===== src/common/dpw_pkg.sv =====
// Constants and types for the dual pot wiper register bank.
// Assumes a 40 MHz system clock; shared by the bank, its store and decoder.
package dpw_pkg;

   localparam int WIPER_W  = 6;
   localparam int NUM_POTS = 2;
   localparam int NUM_REGS = 4;
   localparam int NUM_TAPS = 64;
   localparam int ADDR_W   = 3;
   localparam int CNT_W    = 19;

   // Instruction byte field positions
   localparam int OPC_MSB  = 7;
   localparam int OPC_LSB  = 4;
   localparam int ZERO_BIT = 3;
   localparam int POT_BIT  = 2;
   localparam int REG_MSB  = 1;
   localparam int REG_LSB  = 0;

   // Opcodes in the upper nibble
   localparam logic [3:0] OP_RD_WIPER      = 4'h9;
   localparam logic [3:0] OP_WR_WIPER      = 4'hA;
   localparam logic [3:0] OP_RD_DREG       = 4'hB;
   localparam logic [3:0] OP_WR_DREG       = 4'hC;
   localparam logic [3:0] OP_XFR_TO_WIPER  = 4'hD;
   localparam logic [3:0] OP_XFR_TO_DREG   = 4'hE;
   localparam logic [3:0] OP_GXFR_TO_WIPER = 4'h1;
   localparam logic [3:0] OP_GXFR_TO_DREG  = 4'h8;
   localparam logic [3:0] OP_STEP          = 4'h2;

   localparam logic [WIPER_W-1:0] WIPER_MIN   = 6'h00;
   localparam logic [WIPER_W-1:0] WIPER_MAX   = 6'h3F;
   localparam logic [WIPER_W-1:0] WIPER_RESET = 6'h00;
   localparam logic [1:0]         REG_ZERO    = 2'h0;

   // Nonvolatile write time
   localparam int NV_WRITE_MS     = 10;
   localparam int CLK_HZ          = 40_000_000;
   localparam int NV_WRITE_CYCLES = NV_WRITE_MS * (CLK_HZ / 1000);

   typedef enum logic [2:0] {
      DPW_GLOAD0,
      DPW_GLOAD1,
      DPW_LOAD,
      DPW_IDLE,
      DPW_RD_DREG,
      DPW_GSTORE,
      DPW_NV_WAIT
   } dpw_state_type;

endpackage


===== src/common/dpw_mem_if.sv =====
// Carrier between the bank controller and its data register store.
// Assumes both ends run on the same clock.
`timescale 1ns/1ps
interface dpw_mem_if;
   logic [dpw_pkg::ADDR_W-1:0]  addr;
   logic                        wr_en;
   logic [dpw_pkg::WIPER_W-1:0] wr_data;
   logic [dpw_pkg::WIPER_W-1:0] rd_data;

   modport ctrl
   (
      output addr,
      output wr_en,
      output wr_data,
      input  rd_data
   );

   modport store
   (
      input  addr,
      input  wr_en,
      input  wr_data,
      output rd_data
   );
endinterface


===== src/hw/dpw_register_bank.sv =====
// Wiper counters and data register control for a dual digital pot.
// Assumes a serial front end on the same clock delivers decoded
// instruction bytes, data bytes and step pulses, and uses busy to
// withhold its address acknowledge.
`timescale 1ns/1ps
// Contract
// - One command port serves both pots; each pot has identical wiper and registers.
// - Two independent wiper counters, one per pot.
// - Six-bit wiper, parallel and serial loadable, decoded one-hot onto 64 taps.
// - Direct wiper write loads the selected wiper with the supplied value.
// - Transfer-to-wiper loads the wiper from any of its pot's four registers.
// - Each step of increment/decrement moves the wiper exactly one position, except at either end, where it holds.
// - After power-up each wiper is loaded from its pot's register zero.
// - Wipers are volatile; restored value may differ from the one before.
// - Four retained data registers per pot, eight in all.
// - Host can read and write every data register directly.
// - Transfers run both ways between a pot's registers and its wiper.
// - Every data register change is a write lasting at most 10 ms; a global store holds busy one cycle longer.
// - Instruction byte: opcode nibble, zero bit, pot select, register select.
// - Step with data high moves toward high end, data low toward low end.
// - During a retained write the address acknowledge is withheld via busy.
// - Global transfers act on both pots with the same register index.
module dpw_register_bank
#(
   parameter int NV_WRITE_CYCLES = dpw_pkg::NV_WRITE_CYCLES
)
(
   input  wire logic                                   clk,
   input  wire logic                                   nrst,
   input  wire logic                                   cmd_valid,
   input  wire logic [7:0]                             cmd_instr,
   input  wire logic [7:0]                             cmd_data,
   input  wire logic                                   step_valid,
   input  wire logic                                   step_up,
   output logic                                        busy,
   output logic                                        rd_valid,
   output logic      [dpw_pkg::WIPER_W-1:0]            rd_data,
   output logic      [dpw_pkg::NUM_POTS-1:0][dpw_pkg::WIPER_W-1:0] wiper,
   output logic      [dpw_pkg::NUM_POTS-1:0][dpw_pkg::NUM_TAPS-1:0] taps
);

   localparam logic [dpw_pkg::CNT_W-1:0] WAIT_LOAD =
      dpw_pkg::CNT_W'(NV_WRITE_CYCLES - 1);

   dpw_mem_if mem ();

   dpw_pkg::dpw_state_type                    state;
   dpw_pkg::dpw_state_type                    next_state;
   logic [dpw_pkg::NUM_POTS-1:0][dpw_pkg::WIPER_W-1:0] next_wiper;
   logic                                       step_armed;
   logic                                       next_step_armed;
   logic                                       pot_sel;
   logic                                       next_pot_sel;
   logic [1:0]                                 reg_sel;
   logic [1:0]                                 next_reg_sel;
   logic [dpw_pkg::CNT_W-1:0]                  wait_cnt;
   logic [dpw_pkg::CNT_W-1:0]                  next_wait_cnt;
   logic                                       next_busy;
   logic                                       next_rd_valid;
   logic [dpw_pkg::WIPER_W-1:0]                next_rd_data;

   logic [3:0]                                 opcode;
   logic                                       zero_ok;
   logic                                       cmd_pot;
   logic [1:0]                                 cmd_reg;
   logic                                       cmd_take;
   logic                                       step_take;

   assign opcode  = cmd_instr[dpw_pkg::OPC_MSB:dpw_pkg::OPC_LSB];
   assign zero_ok = ~cmd_instr[dpw_pkg::ZERO_BIT];
   assign cmd_pot = cmd_instr[dpw_pkg::POT_BIT];
   assign cmd_reg = cmd_instr[dpw_pkg::REG_MSB:dpw_pkg::REG_LSB];

   // Instructions and steps are only taken while idle
   assign cmd_take  = cmd_valid && (state == dpw_pkg::DPW_IDLE);
   assign step_take = step_valid && step_armed && !cmd_valid &&
                      (state == dpw_pkg::DPW_IDLE);

   dpw_data_store u_store
   (
      .clk (clk),
      .mem (mem.store)
   );

   genvar p;
   generate
      for (p = 0; p < dpw_pkg::NUM_POTS; p++)
      begin : g_pot
         dpw_tap_decode u_decode
         (
            .clk   (clk),
            .nrst  (nrst),
            .wiper (wiper[p]),
            .taps  (taps[p])
         );
      end
   endgenerate

   always_comb
   begin
      next_state      = state;
      next_wiper      = wiper;
      next_step_armed = step_armed;
      next_pot_sel    = pot_sel;
      next_reg_sel    = reg_sel;
      next_wait_cnt   = wait_cnt;
      mem.addr        = {pot_sel, reg_sel};
      mem.wr_en       = 1'b0;
      mem.wr_data     = wiper[pot_sel];

      unique case (state)
         // Power-up shares the global recall path with register zero
         dpw_pkg::DPW_GLOAD0:
         begin
            mem.addr   = {1'b0, reg_sel};
            next_state = dpw_pkg::DPW_GLOAD1;
         end
         dpw_pkg::DPW_GLOAD1:
         begin
            next_wiper[0] = mem.rd_data;
            mem.addr      = {1'b1, reg_sel};
            next_pot_sel  = 1'b1;
            next_state    = dpw_pkg::DPW_LOAD;
         end
         dpw_pkg::DPW_LOAD:
         begin
            next_wiper[pot_sel] = mem.rd_data;
            next_state          = dpw_pkg::DPW_IDLE;
         end
         dpw_pkg::DPW_RD_DREG:
         begin
            next_state = dpw_pkg::DPW_IDLE;
         end
         dpw_pkg::DPW_GSTORE:
         begin
            mem.addr      = {1'b1, reg_sel};
            mem.wr_en     = 1'b1;
            mem.wr_data   = wiper[1];
            next_wait_cnt = WAIT_LOAD;
            next_state    = dpw_pkg::DPW_NV_WAIT;
         end
         dpw_pkg::DPW_NV_WAIT:
         begin
            // Commands are dropped here, front end sees busy
            if (wait_cnt == '0)
            begin
               next_state = dpw_pkg::DPW_IDLE;
            end
            else
            begin
               next_wait_cnt = wait_cnt - 1'b1;
            end
         end
         dpw_pkg::DPW_IDLE:
         begin
            if (cmd_take)
            begin
               // Any new instruction ends a step sequence
               next_step_armed = 1'b0;
               next_pot_sel    = cmd_pot;
               next_reg_sel    = cmd_reg;
               if (opcode == dpw_pkg::OP_GXFR_TO_WIPER)
               begin
                  next_pot_sel = 1'b0;
                  next_state   = dpw_pkg::DPW_GLOAD0;
               end
               else if (opcode == dpw_pkg::OP_GXFR_TO_DREG)
               begin
                  mem.addr   = {1'b0, cmd_reg};
                  mem.wr_en  = 1'b1;
                  mem.wr_data = wiper[0];
                  next_state = dpw_pkg::DPW_GSTORE;
               end
               else if (zero_ok)
               begin
                  mem.addr = {cmd_pot, cmd_reg};
                  if (opcode == dpw_pkg::OP_WR_WIPER)
                  begin
                     next_wiper[cmd_pot] = cmd_data[dpw_pkg::WIPER_W-1:0];
                  end
                  else if (opcode == dpw_pkg::OP_RD_DREG)
                  begin
                     next_state = dpw_pkg::DPW_RD_DREG;
                  end
                  else if (opcode == dpw_pkg::OP_WR_DREG)
                  begin
                     mem.wr_en     = 1'b1;
                     mem.wr_data   = cmd_data[dpw_pkg::WIPER_W-1:0];
                     next_wait_cnt = WAIT_LOAD;
                     next_state    = dpw_pkg::DPW_NV_WAIT;
                  end
                  else if (opcode == dpw_pkg::OP_XFR_TO_WIPER)
                  begin
                     next_state = dpw_pkg::DPW_LOAD;
                  end
                  else if (opcode == dpw_pkg::OP_XFR_TO_DREG)
                  begin
                     mem.wr_en     = 1'b1;
                     mem.wr_data   = wiper[cmd_pot];
                     next_wait_cnt = WAIT_LOAD;
                     next_state    = dpw_pkg::DPW_NV_WAIT;
                  end
                  else if (opcode == dpw_pkg::OP_STEP)
                  begin
                     next_step_armed = 1'b1;
                  end
               end
            end
            else if (step_take)
            begin
               if (step_up)
               begin
                  if (wiper[pot_sel] != dpw_pkg::WIPER_MAX)
                  begin
                     next_wiper[pot_sel] = wiper[pot_sel] + 1'b1;
                  end
               end
               else if (wiper[pot_sel] != dpw_pkg::WIPER_MIN)
               begin
                  next_wiper[pot_sel] = wiper[pot_sel] - 1'b1;
               end
            end
         end
         default:
         begin
            next_state = dpw_pkg::DPW_IDLE;
         end
      endcase
   end

   // Wipers reset to a fixed value, then recall overwrites it
   always_ff @(posedge clk or negedge nrst)
   begin
      if (!nrst)
      begin
         state      <= dpw_pkg::DPW_GLOAD0;
         wiper      <= {dpw_pkg::NUM_POTS{dpw_pkg::WIPER_RESET}};
         step_armed <= 1'b0;
         pot_sel    <= 1'b0;
         reg_sel    <= dpw_pkg::REG_ZERO;
         wait_cnt   <= '0;
      end
      else
      begin
         state      <= next_state;
         wiper      <= next_wiper;
         step_armed <= next_step_armed;
         pot_sel    <= next_pot_sel;
         reg_sel    <= next_reg_sel;
         wait_cnt   <= next_wait_cnt;
      end
   end

   // Busy covers every state but idle; the front end withholds its acknowledge
   always_comb
   begin
      next_busy = (next_state != dpw_pkg::DPW_IDLE);
   end

   always_ff @(posedge clk or negedge nrst)
   begin
      if (!nrst)
      begin
         busy <= 1'b1;
      end
      else
      begin
         busy <= next_busy;
      end
   end

   // Read-back: one pulse per read, data held until the next read
   always_comb
   begin
      next_rd_valid = 1'b0;
      next_rd_data  = rd_data;
      if (state == dpw_pkg::DPW_RD_DREG)
      begin
         next_rd_data  = mem.rd_data;
         next_rd_valid = 1'b1;
      end
      else if (cmd_take && zero_ok && (opcode == dpw_pkg::OP_RD_WIPER))
      begin
         next_rd_data  = wiper[cmd_pot];
         next_rd_valid = 1'b1;
      end
   end

   always_ff @(posedge clk or negedge nrst)
   begin
      if (!nrst)
      begin
         rd_valid <= 1'b0;
         rd_data  <= dpw_pkg::WIPER_RESET;
      end
      else
      begin
         rd_valid <= next_rd_valid;
         rd_data  <= next_rd_data;
      end
   end

endmodule // dpw_register_bank


===== src/hw/dpw_data_store.sv =====
// Eight data registers, four per pot, addressed {pot, register}.
// Assumes single clock; read data registered, one cycle latency.
`timescale 1ns/1ps
module dpw_data_store
(
   input wire logic clk,
   dpw_mem_if.store mem
);

   // No reset: contents model retained storage and survive nrst
   logic [dpw_pkg::WIPER_W-1:0] cells [dpw_pkg::NUM_POTS*dpw_pkg::NUM_REGS];
   logic [dpw_pkg::WIPER_W-1:0] rd_q;

   always_ff @(posedge clk)
   begin
      if (mem.wr_en)
      begin
         cells[mem.addr] <= mem.wr_data;
      end
      rd_q <= cells[mem.addr];
   end

   assign mem.rd_data = rd_q;

endmodule // dpw_data_store


===== src/hw/dpw_tap_decode.sv =====
// One-hot decode of a wiper position into tap switch closures.
// Assumes wiper comes from a flop on the same clock; output is registered.
`timescale 1ns/1ps
module dpw_tap_decode
(
   input  wire logic                              clk,
   input  wire logic                              nrst,
   input  wire logic [dpw_pkg::WIPER_W-1:0]       wiper,
   output logic      [dpw_pkg::NUM_TAPS-1:0]      taps
);

   logic [dpw_pkg::NUM_TAPS-1:0] next_taps;

   genvar i;
   generate
      for (i = 0; i < dpw_pkg::NUM_TAPS; i++)
      begin : g_tap
         assign next_taps[i] = (wiper == dpw_pkg::WIPER_W'(i));
      end
   endgenerate

   always_ff @(posedge clk or negedge nrst)
   begin
      if (!nrst)
      begin
         taps <= 64'h0000_0000_0000_0001;
      end
      else
      begin
         taps <= next_taps;
      end
   end

endmodule // dpw_tap_decode


===== config.mk =====
export PLATFORM = sky130hd
export DESIGN_NAME = dpw_register_bank
export DESIGN_NICKNAME = d
export VERILOG_FILES = /design/src/common/dpw_pkg.sv /design/src/common/dpw_mem_if.sv /design/src/hw/dpw_register_bank.sv /design/src/hw/dpw_data_store.sv /design/src/hw/dpw_tap_decode.sv
export SDC_FILE = /design/constraint.sdc
export NUM_CORES = 1
export LEC_CHECK = 0
export BUFFER_PORTS_ARGS = -buffer_cell sky130_fd_sc_hd__buf_2
export CAP_MARGIN = 20
export CORE_MARGIN = 2
export CORE_UTILIZATION = 53
export CTS_BUF_LIST = sky130_fd_sc_hd__clkbuf_8
export DETAILED_ROUTE_END_ITERATION = 10
export HOLD_SLACK_MARGIN = 0.06
export PLACE_DENSITY = 0.76
export SLEW_MARGIN = 25
export SYNTH_ARGS = -nofsm -noshare
export SYNTH_HDL_FRONTEND = slang
export SYNTH_SLANG_ARGS = --single-unit

===== constraint.sdc =====
create_clock -name clk -period 5 [get_ports clk]
set_input_delay 1 -clock clk [delete_from_list [all_inputs] [get_ports clk]]
set_output_delay 1 -clock clk [all_outputs]
set_load 0.05 [all_outputs]

* After elaboration in Yosys (flattened, before gate mapping) *
Memory sizes are Yosys's and may differ from the RTL's. A register that Yosys moved wholly into a read port is not among the register bits.
Index checks and enable logic that the tools add are counted.

operators by class
  divide/modulo/power cells = 0
  $lt $le $gt $ge = 4
  reductions and logical operators = 25
  eq/ne operators = 159
  add/subtract/negate cells = 3
  shift-type cells = 0
  $mul = 0
  muxes and demuxes = 88
  bitwise gates (word level) = 1

operators with widths
  kind                     count
  $eq A6 B6 Y1 const B     64
  $eq A6 B5 Y1 const B     32
  $mux W19                 10
  $mux W12                 9
  $mux W6                  17
  $eq A6 B4 Y1 const B     16
  $pmux W19 S3             1
  $bwmux W12               4
  $eq A6 B3 Y1 const B     8
  $mux W3                  14
  $eq A4 B4 Y1 const B     7
  $eq A6 B2 Y1 const B     4
  $mux W1                  24
  $pmux W6 S2              2
  $logic_not A19 Y1        1
  $sub A19 B1 Y19 const B  1
  $pmux W6 S3              1
  $reduce_and A8 Y1        2
  $ne A3 B3 Y1 const B     5
  $pmux W3 S5              1
  $ne A2 B2 Y1 const B     7
  $demux W6 S1             2
  $eq A6 B1 Y1 const B     2
  $logic_not A6 Y1         2
  25 further kinds         44

storage, ports and cells
  memories kept = 1
  memory bits (writable) = 48
  latch bits = 0
  output and inout port bits = 148
  memory bits (read-only) = 0
  word-level logic and storage cells = 293
  register bits after elaboration = 174

memory list
  name           words  width  read ports  clocked after memory_dff  write ports  RTL line              source
  u_store.cells  8      6      1           1                         1            dpw_data_store.sv:11  logic [dpw_pkg::WIPER_W-1:0] cells [dpw_pkg::NUM_POTS*dpw_pkg::NUM_REGS];

* Longest topological paths before layout *
  word-level depth = 13
  mapped depth = 10

* By module *
A second synthesis with hierarchy kept.

unflattened totals
  cells, all modules = 870
  area total of the unflattened synthesis = 9,804.4 µm²

by module, submodules not included
  module             cells an instance  sequential area each (µm²)  instances  area an instance (µm²)
  dpw_tap_decode     159                1,602.8                     2          2,068.2
  dpw_register_bank  446                1,152.4                     1          3,612.2
  dpw_data_store     106                1,561.5                     1          2,055.7

* Least setup slack after synthesis *
Ideal clock, no wire load.

  path kind = input-to-reg
  start = input cmd_instr[6]
  end = memory u_store.cells[1][0] in the netlist's numbering, enable pin
  data arrival time = 2.958 ns
  path slack = 1.665 ns
  path buffers = 3
  required time = 4.623 ns
  cell stages on the path = 7
  path through = buf_4 > or4b_1 > buf_2 > o211ai_4 > mux2_2 > buf_6 > nor3_1

on the way
  cells in the longest elaborated chain, start to end = 13
  elaborated cells between the ends (all ways) = 23
  those cells by class = eq/ne (7); mux (16)

ends and longest elaborated chain
  what                           RTL line                  source
  start, declared                dpw_register_bank.sv:31   input wire logic [7:0] cmd_instr,
  $eq A4 B4 Y1                   dpw_register_bank.sv:196  else if (opcode == dpw_pkg::OP_XFR_TO_DREG)
  $mux W1                        dpw_register_bank.sv:196
  $mux W1                        dpw_register_bank.sv:192  else if (opcode == dpw_pkg::OP_XFR_TO_WIPER)
  $mux W1                        dpw_register_bank.sv:185  else if (opcode == dpw_pkg::OP_WR_DREG)
  $mux W1                        dpw_register_bank.sv:181  else if (opcode == dpw_pkg::OP_RD_DREG)
  $mux W1                        dpw_register_bank.sv:177  if (opcode == dpw_pkg::OP_WR_WIPER)
  $mux W1                        dpw_register_bank.sv:174  else if (zero_ok)
  $mux W1                        dpw_register_bank.sv:167  else if (opcode == dpw_pkg::OP_GXFR_TO_DREG)
  $mux W1                        dpw_register_bank.sv:162  if (opcode == dpw_pkg::OP_GXFR_TO_WIPER)
  $mux W1                        dpw_register_bank.sv:156  if (cmd_take)
  $pmux W1 S2                    dpw_register_bank.sv:111  unique case (state)
  $mux W1                        dpw_data_store.sv:16      if (mem.wr_en)
  $mux W1 (implied by the code)  dpw_data_store.sv:18      cells[mem.addr] <= mem.wr_data;
  end, declared                  dpw_data_store.sv:11

Parallel ways exist; a longest one is shown, timed or not.

* Final worst setup path *
  start = input cmd_valid
  end = memory u_store.cells[1][2] in the netlist's numbering, enable pin

on the way
  cells in the longest elaborated chain, start to end = 5
  elaborated cells between the ends (all ways) = 7
  those cells by class = mux (6); reduce/logical (1)

ends and longest elaborated chain
  what                           RTL line                  source
  start, declared                dpw_register_bank.sv:30   input wire logic cmd_valid,
  $logic_and A1 B1 Y1 *          dpw_register_bank.sv:75   assign cmd_take = cmd_valid && (state == dpw_pkg::DPW_IDLE);
  $mux W1                        dpw_register_bank.sv:156
  $pmux W1 S2                    dpw_register_bank.sv:111
  $mux W1                        dpw_data_store.sv:16
  $mux W1 (implied by the code)  dpw_data_store.sv:18

Every way passes the cells marked *; elsewhere a longest branch is shown, timed or not.

==> impl_metrics.toml <==
[outcome]
status = "completed"

[drt]
route.met2.wl_mm = 12.2
drtIter0Drc = 829
wl_met1_mm = 11.3
firstDrtPassIters = 5
wl_per_cell_um = 19.3
routed.top_layer = "met4"
routed_wl_mm = 26.1
viasPerCell = 5.93
drc = 0
ant_nets = 0
via_count = 8026
wl_met3_mm = 1.98

[power_and_ir_drop]
leakagePower_uw = 0.00549
p_total_uw = 7070
switching_share_pct = 43.6
p_seq_share_pct = 38.1
share_comb_of_total_power_pct = 38.1
p_int_uw = 3980
power_switching_uw = 3090
ir_drop_uv = 219
p_clk_share_pct = 23.8
pwr_density_cell_mw_per_mm2 = 600

[layout]
instances_no_fill = 1353
num-nets-final = 1114
finish.utilization_pct = 63.0
fillers = 1547
drive_gt1_share_pct = 23.6
syn_to_final_growth_pct = 16.6

[critical_path]
r2r_start = "state[0]"
worst-path-buf-inv = 1
cp-start-kind = "input pin"
worst_setup_path_end_kind = "register"
path_delay_family = "simple AND/OR/NAND/NOR gates"
critical_path_class = "in2reg"
r2r_slack_ns = 1.50
cp.arrival_ns = 3.72
critPathMaxStageDelay_ns = 0.67
crit_fanout = 26
worstPathCellList = "buf_2 > and4b_1 > o2111a_2 > a21o_4 > nand2_1 > nor3_1"
crit_required_ns = 5.14
worst_path_max_delay_cell = "nor3_1"
worstReg2RegEnd = "u_store.cells[1][2]"
reg2regPathDepth = 5

[synth]
synth_cell_types = 75
syn_area_sq_mm = 0.0101
avgSynthCellArea_sq_um = 10.7
synth-main-ff-cell = "dfrtp_1"
async_flop_share_pct = 76.3
synth.net_count = 970
yosysWarnings = 0
postSynthCellCount = 946
seq_area_frac_synth_pct = 58.5
synth-edff-count = 48
ys_ff_latch = 228

[placement]
hpwl_mm = 17.3
dp.cells = 1284
numPortBuffers = 166
gp_congestion = 0.934

[sta]
rsz0062_at_grt = "no"
finalHoldViolations = 0
clock.fmax_mhz = 280
clock_skew_ns = 0.0198
report.final.slew_viol_count = 0
worst_hold_slack_ns = 0.490
fin_crit_ns = 3.58
setup_tns_ns = 0
relSlewSlack_pct = 33.3
finalCritPeriodShare_pct = 71.6
worst-slew-pin-transition_ns = 1.00
setup_viol = 0

[die]
die_x_um = 142
coreArea_sq_mm = 0.0187
io_pins = 169
rows = 50
fp.dieH_um = 142
dieArea_sq_mm = 0.0202
start_util_pct = 54.1

[clock_network]
path_clk_slew_ns = 0.06
ctsHoldBuffers = 0
cts_max_level = 2
clk_latency_ns = 0.52
cts-buffers-inserted = 38
tritoncts = "done"
cts_sinks = 228
cts_resized = 0
cts_root_buf = "clkbuf_8"
cts_buffer_depth = 3
post_cts_buffers = 0

[worst_hold_path]
holdPathStages = 2
min_to = "step_armed"
hold_path_class = "reg2reg"
min-delay-start = "step_armed"

[grt]
grtUsageTotal_pct = 25.5
grt_overflow = 0
grt_pass1_wl_mm = 40.8
grt_max_degree = 89
grt_pass1_vias = 7673
antenna_found_initial = 1

[flow_run]
max_cap_viol_count = 0
==> placed cells by master, fill, tap and decap left out, types with 10 or more instances in the layout <==
cell,synthesis,routed
mux2_2,13,13
edfxtp_1,48,48
o21ai_0,26,26
nand2b_1,11,11
nand2_1,62,62
mux2i_1,24,24
inv_1,39,51
a21oi_1,23,23
clkbuf_8,0,44
nor2_1,164,164
a211oi_1,25,25
a2111oi_0,27,27
nor2b_1,10,10
dfrtp_1,171,171
buf_2,14,165
a22oi_1,11,11
nor3_1,13,13
nand3_1,35,35
==> how the worst max path moves through the flow <==
stage | start | end | slack (ns) | depth (start not counted)
global route | cmd_valid | u_store.cells[1][2] | 1.31 | 6
finish | cmd_valid | u_store.cells[1][2] | 1.42 | 6
CTS | cmd_valid | u_store.cells[1][2] | 1.53 | 6
detailed placement | cmd_valid | u_store.cells[1][2] | 0.95 | 6
global placement | cmd_valid | u_store.cells[0][5] | 1.05 | 6
floorplan | cmd_instr[6] | u_store.cells[1][0] | 1.67 | 7
==> state kept, by name, indices dropped and copies added, names as in the netlist <==
signal,flops
u_store.mem.rd_data,6
wiper,12
state,3
step_armed,1
reg_sel,2
rd_data,6
rd_valid,1
wait_cnt,19
busy,1
u_store.cells,48
pot_sel,1
g_pot.u_decode.taps,128
==> final cells by class <==
type                            count  area (sq um)  area share (%)
Antenna cell                        1          2.50          0.0212
Clock buffer                       44           606            5.14
Clock inverter                     24           186            1.58
Inverter                           39           146            1.24
Multi-Input combinational cell    608          3730            31.7
Sequential cell                   228          5920            50.2
Tap cell                          234           293            2.48
Timing Repair Buffer              175           905            7.67
==> through the flow <==
stage                     instance area, sq um  setup WS (ns)
after floorplan                          10100           1.67
after global placement                   11000           1.05
after detailed placement                 11000          0.950
after CTS                                11800           1.53
after global routing                     11800           1.31
final                                    11800           1.42
==> kinds of logic after synthesis <==
kind of cell	Yosys count	share of synthesized area, %
AO/OA/AOI/OAI	192	14.2
XOR/XNOR	7	0.606
adder cells (fa/ha/maj)	3	0.371
buffers and inverters	110	4.52
flip-flops	228	58.5
multiplexers	37	3.82
AND/OR/NAND/NOR	369	17.9
==> power by group through the flow <==
stage          logic [uW]  registers, uW  clock network [uW]
6_report             2690           2700                1680
5_1_grt              2890           2720                1800
4_1_cts              2670           2670                1710
3_5_place_dp         2660           2710                   0
3_3_place_gp         2620           2700                   0
2_1_floorplan        1540           3030                   0
==> cell usage after synthesis (5+ instances only) <==
| library cell | instances | area share, % |
|---|---|---|
| mux2_2 | 13 | 1.4 |
| nand2_1 | 62 | 2.3 |
| o21ai_0 | 26 | 1.3 |
| nand4_1 | 6 | 0.37 |
| nor4_1 | 8 | 0.50 |
| a21oi_1 | 23 | 1.1 |
| nor2b_1 | 10 | 0.62 |
| nand3b_1 | 6 | 0.45 |
| or4_1 | 9 | 0.67 |
| edfxtp_1 | 48 | 14 |
| a31oi_1 | 6 | 0.37 |
| or3_1 | 9 | 0.56 |
| nor2_1 | 164 | 6.1 |
| a2111oi_0 | 27 | 2.3 |
| a211oi_1 | 25 | 1.9 |
| buf_2 | 14 | 0.69 |
| inv_1 | 39 | 1.4 |
| a22oi_1 | 11 | 0.82 |
| nand2b_1 | 11 | 0.68 |
| o31ai_1 | 9 | 0.67 |
| dfrtp_1 | 171 | 42 |
| o211ai_1 | 8 | 0.59 |
| nand3_1 | 35 | 1.7 |
| or2_2 | 5 | 0.31 |
| nor4bb_1 | 5 | 0.50 |
| a22o_1 | 5 | 0.43 |
| clkbuf_1 | 50 | 1.9 |
| o221ai_1 | 5 | 0.43 |
| o22ai_1 | 9 | 0.56 |
| dfxtp_1 | 6 | 1.2 |
| mux2i_1 | 24 | 2.4 |
| nor3_1 | 13 | 0.64 |
==> worst min-delay path, stage by stage (launching register included) <==
cell	delay, ns
dfrtp_1	0.34
nand2_1	0.04
o21ai_0	0.07
==> per-layer routing <==
metal,vias up,global-route usage [%]
met2,377,39.9
met4,0,9.05
met5,-,0
li1,3695,-
met1,3892,35.8
met3,62,5.08
(Power assumes the default switching activity.)
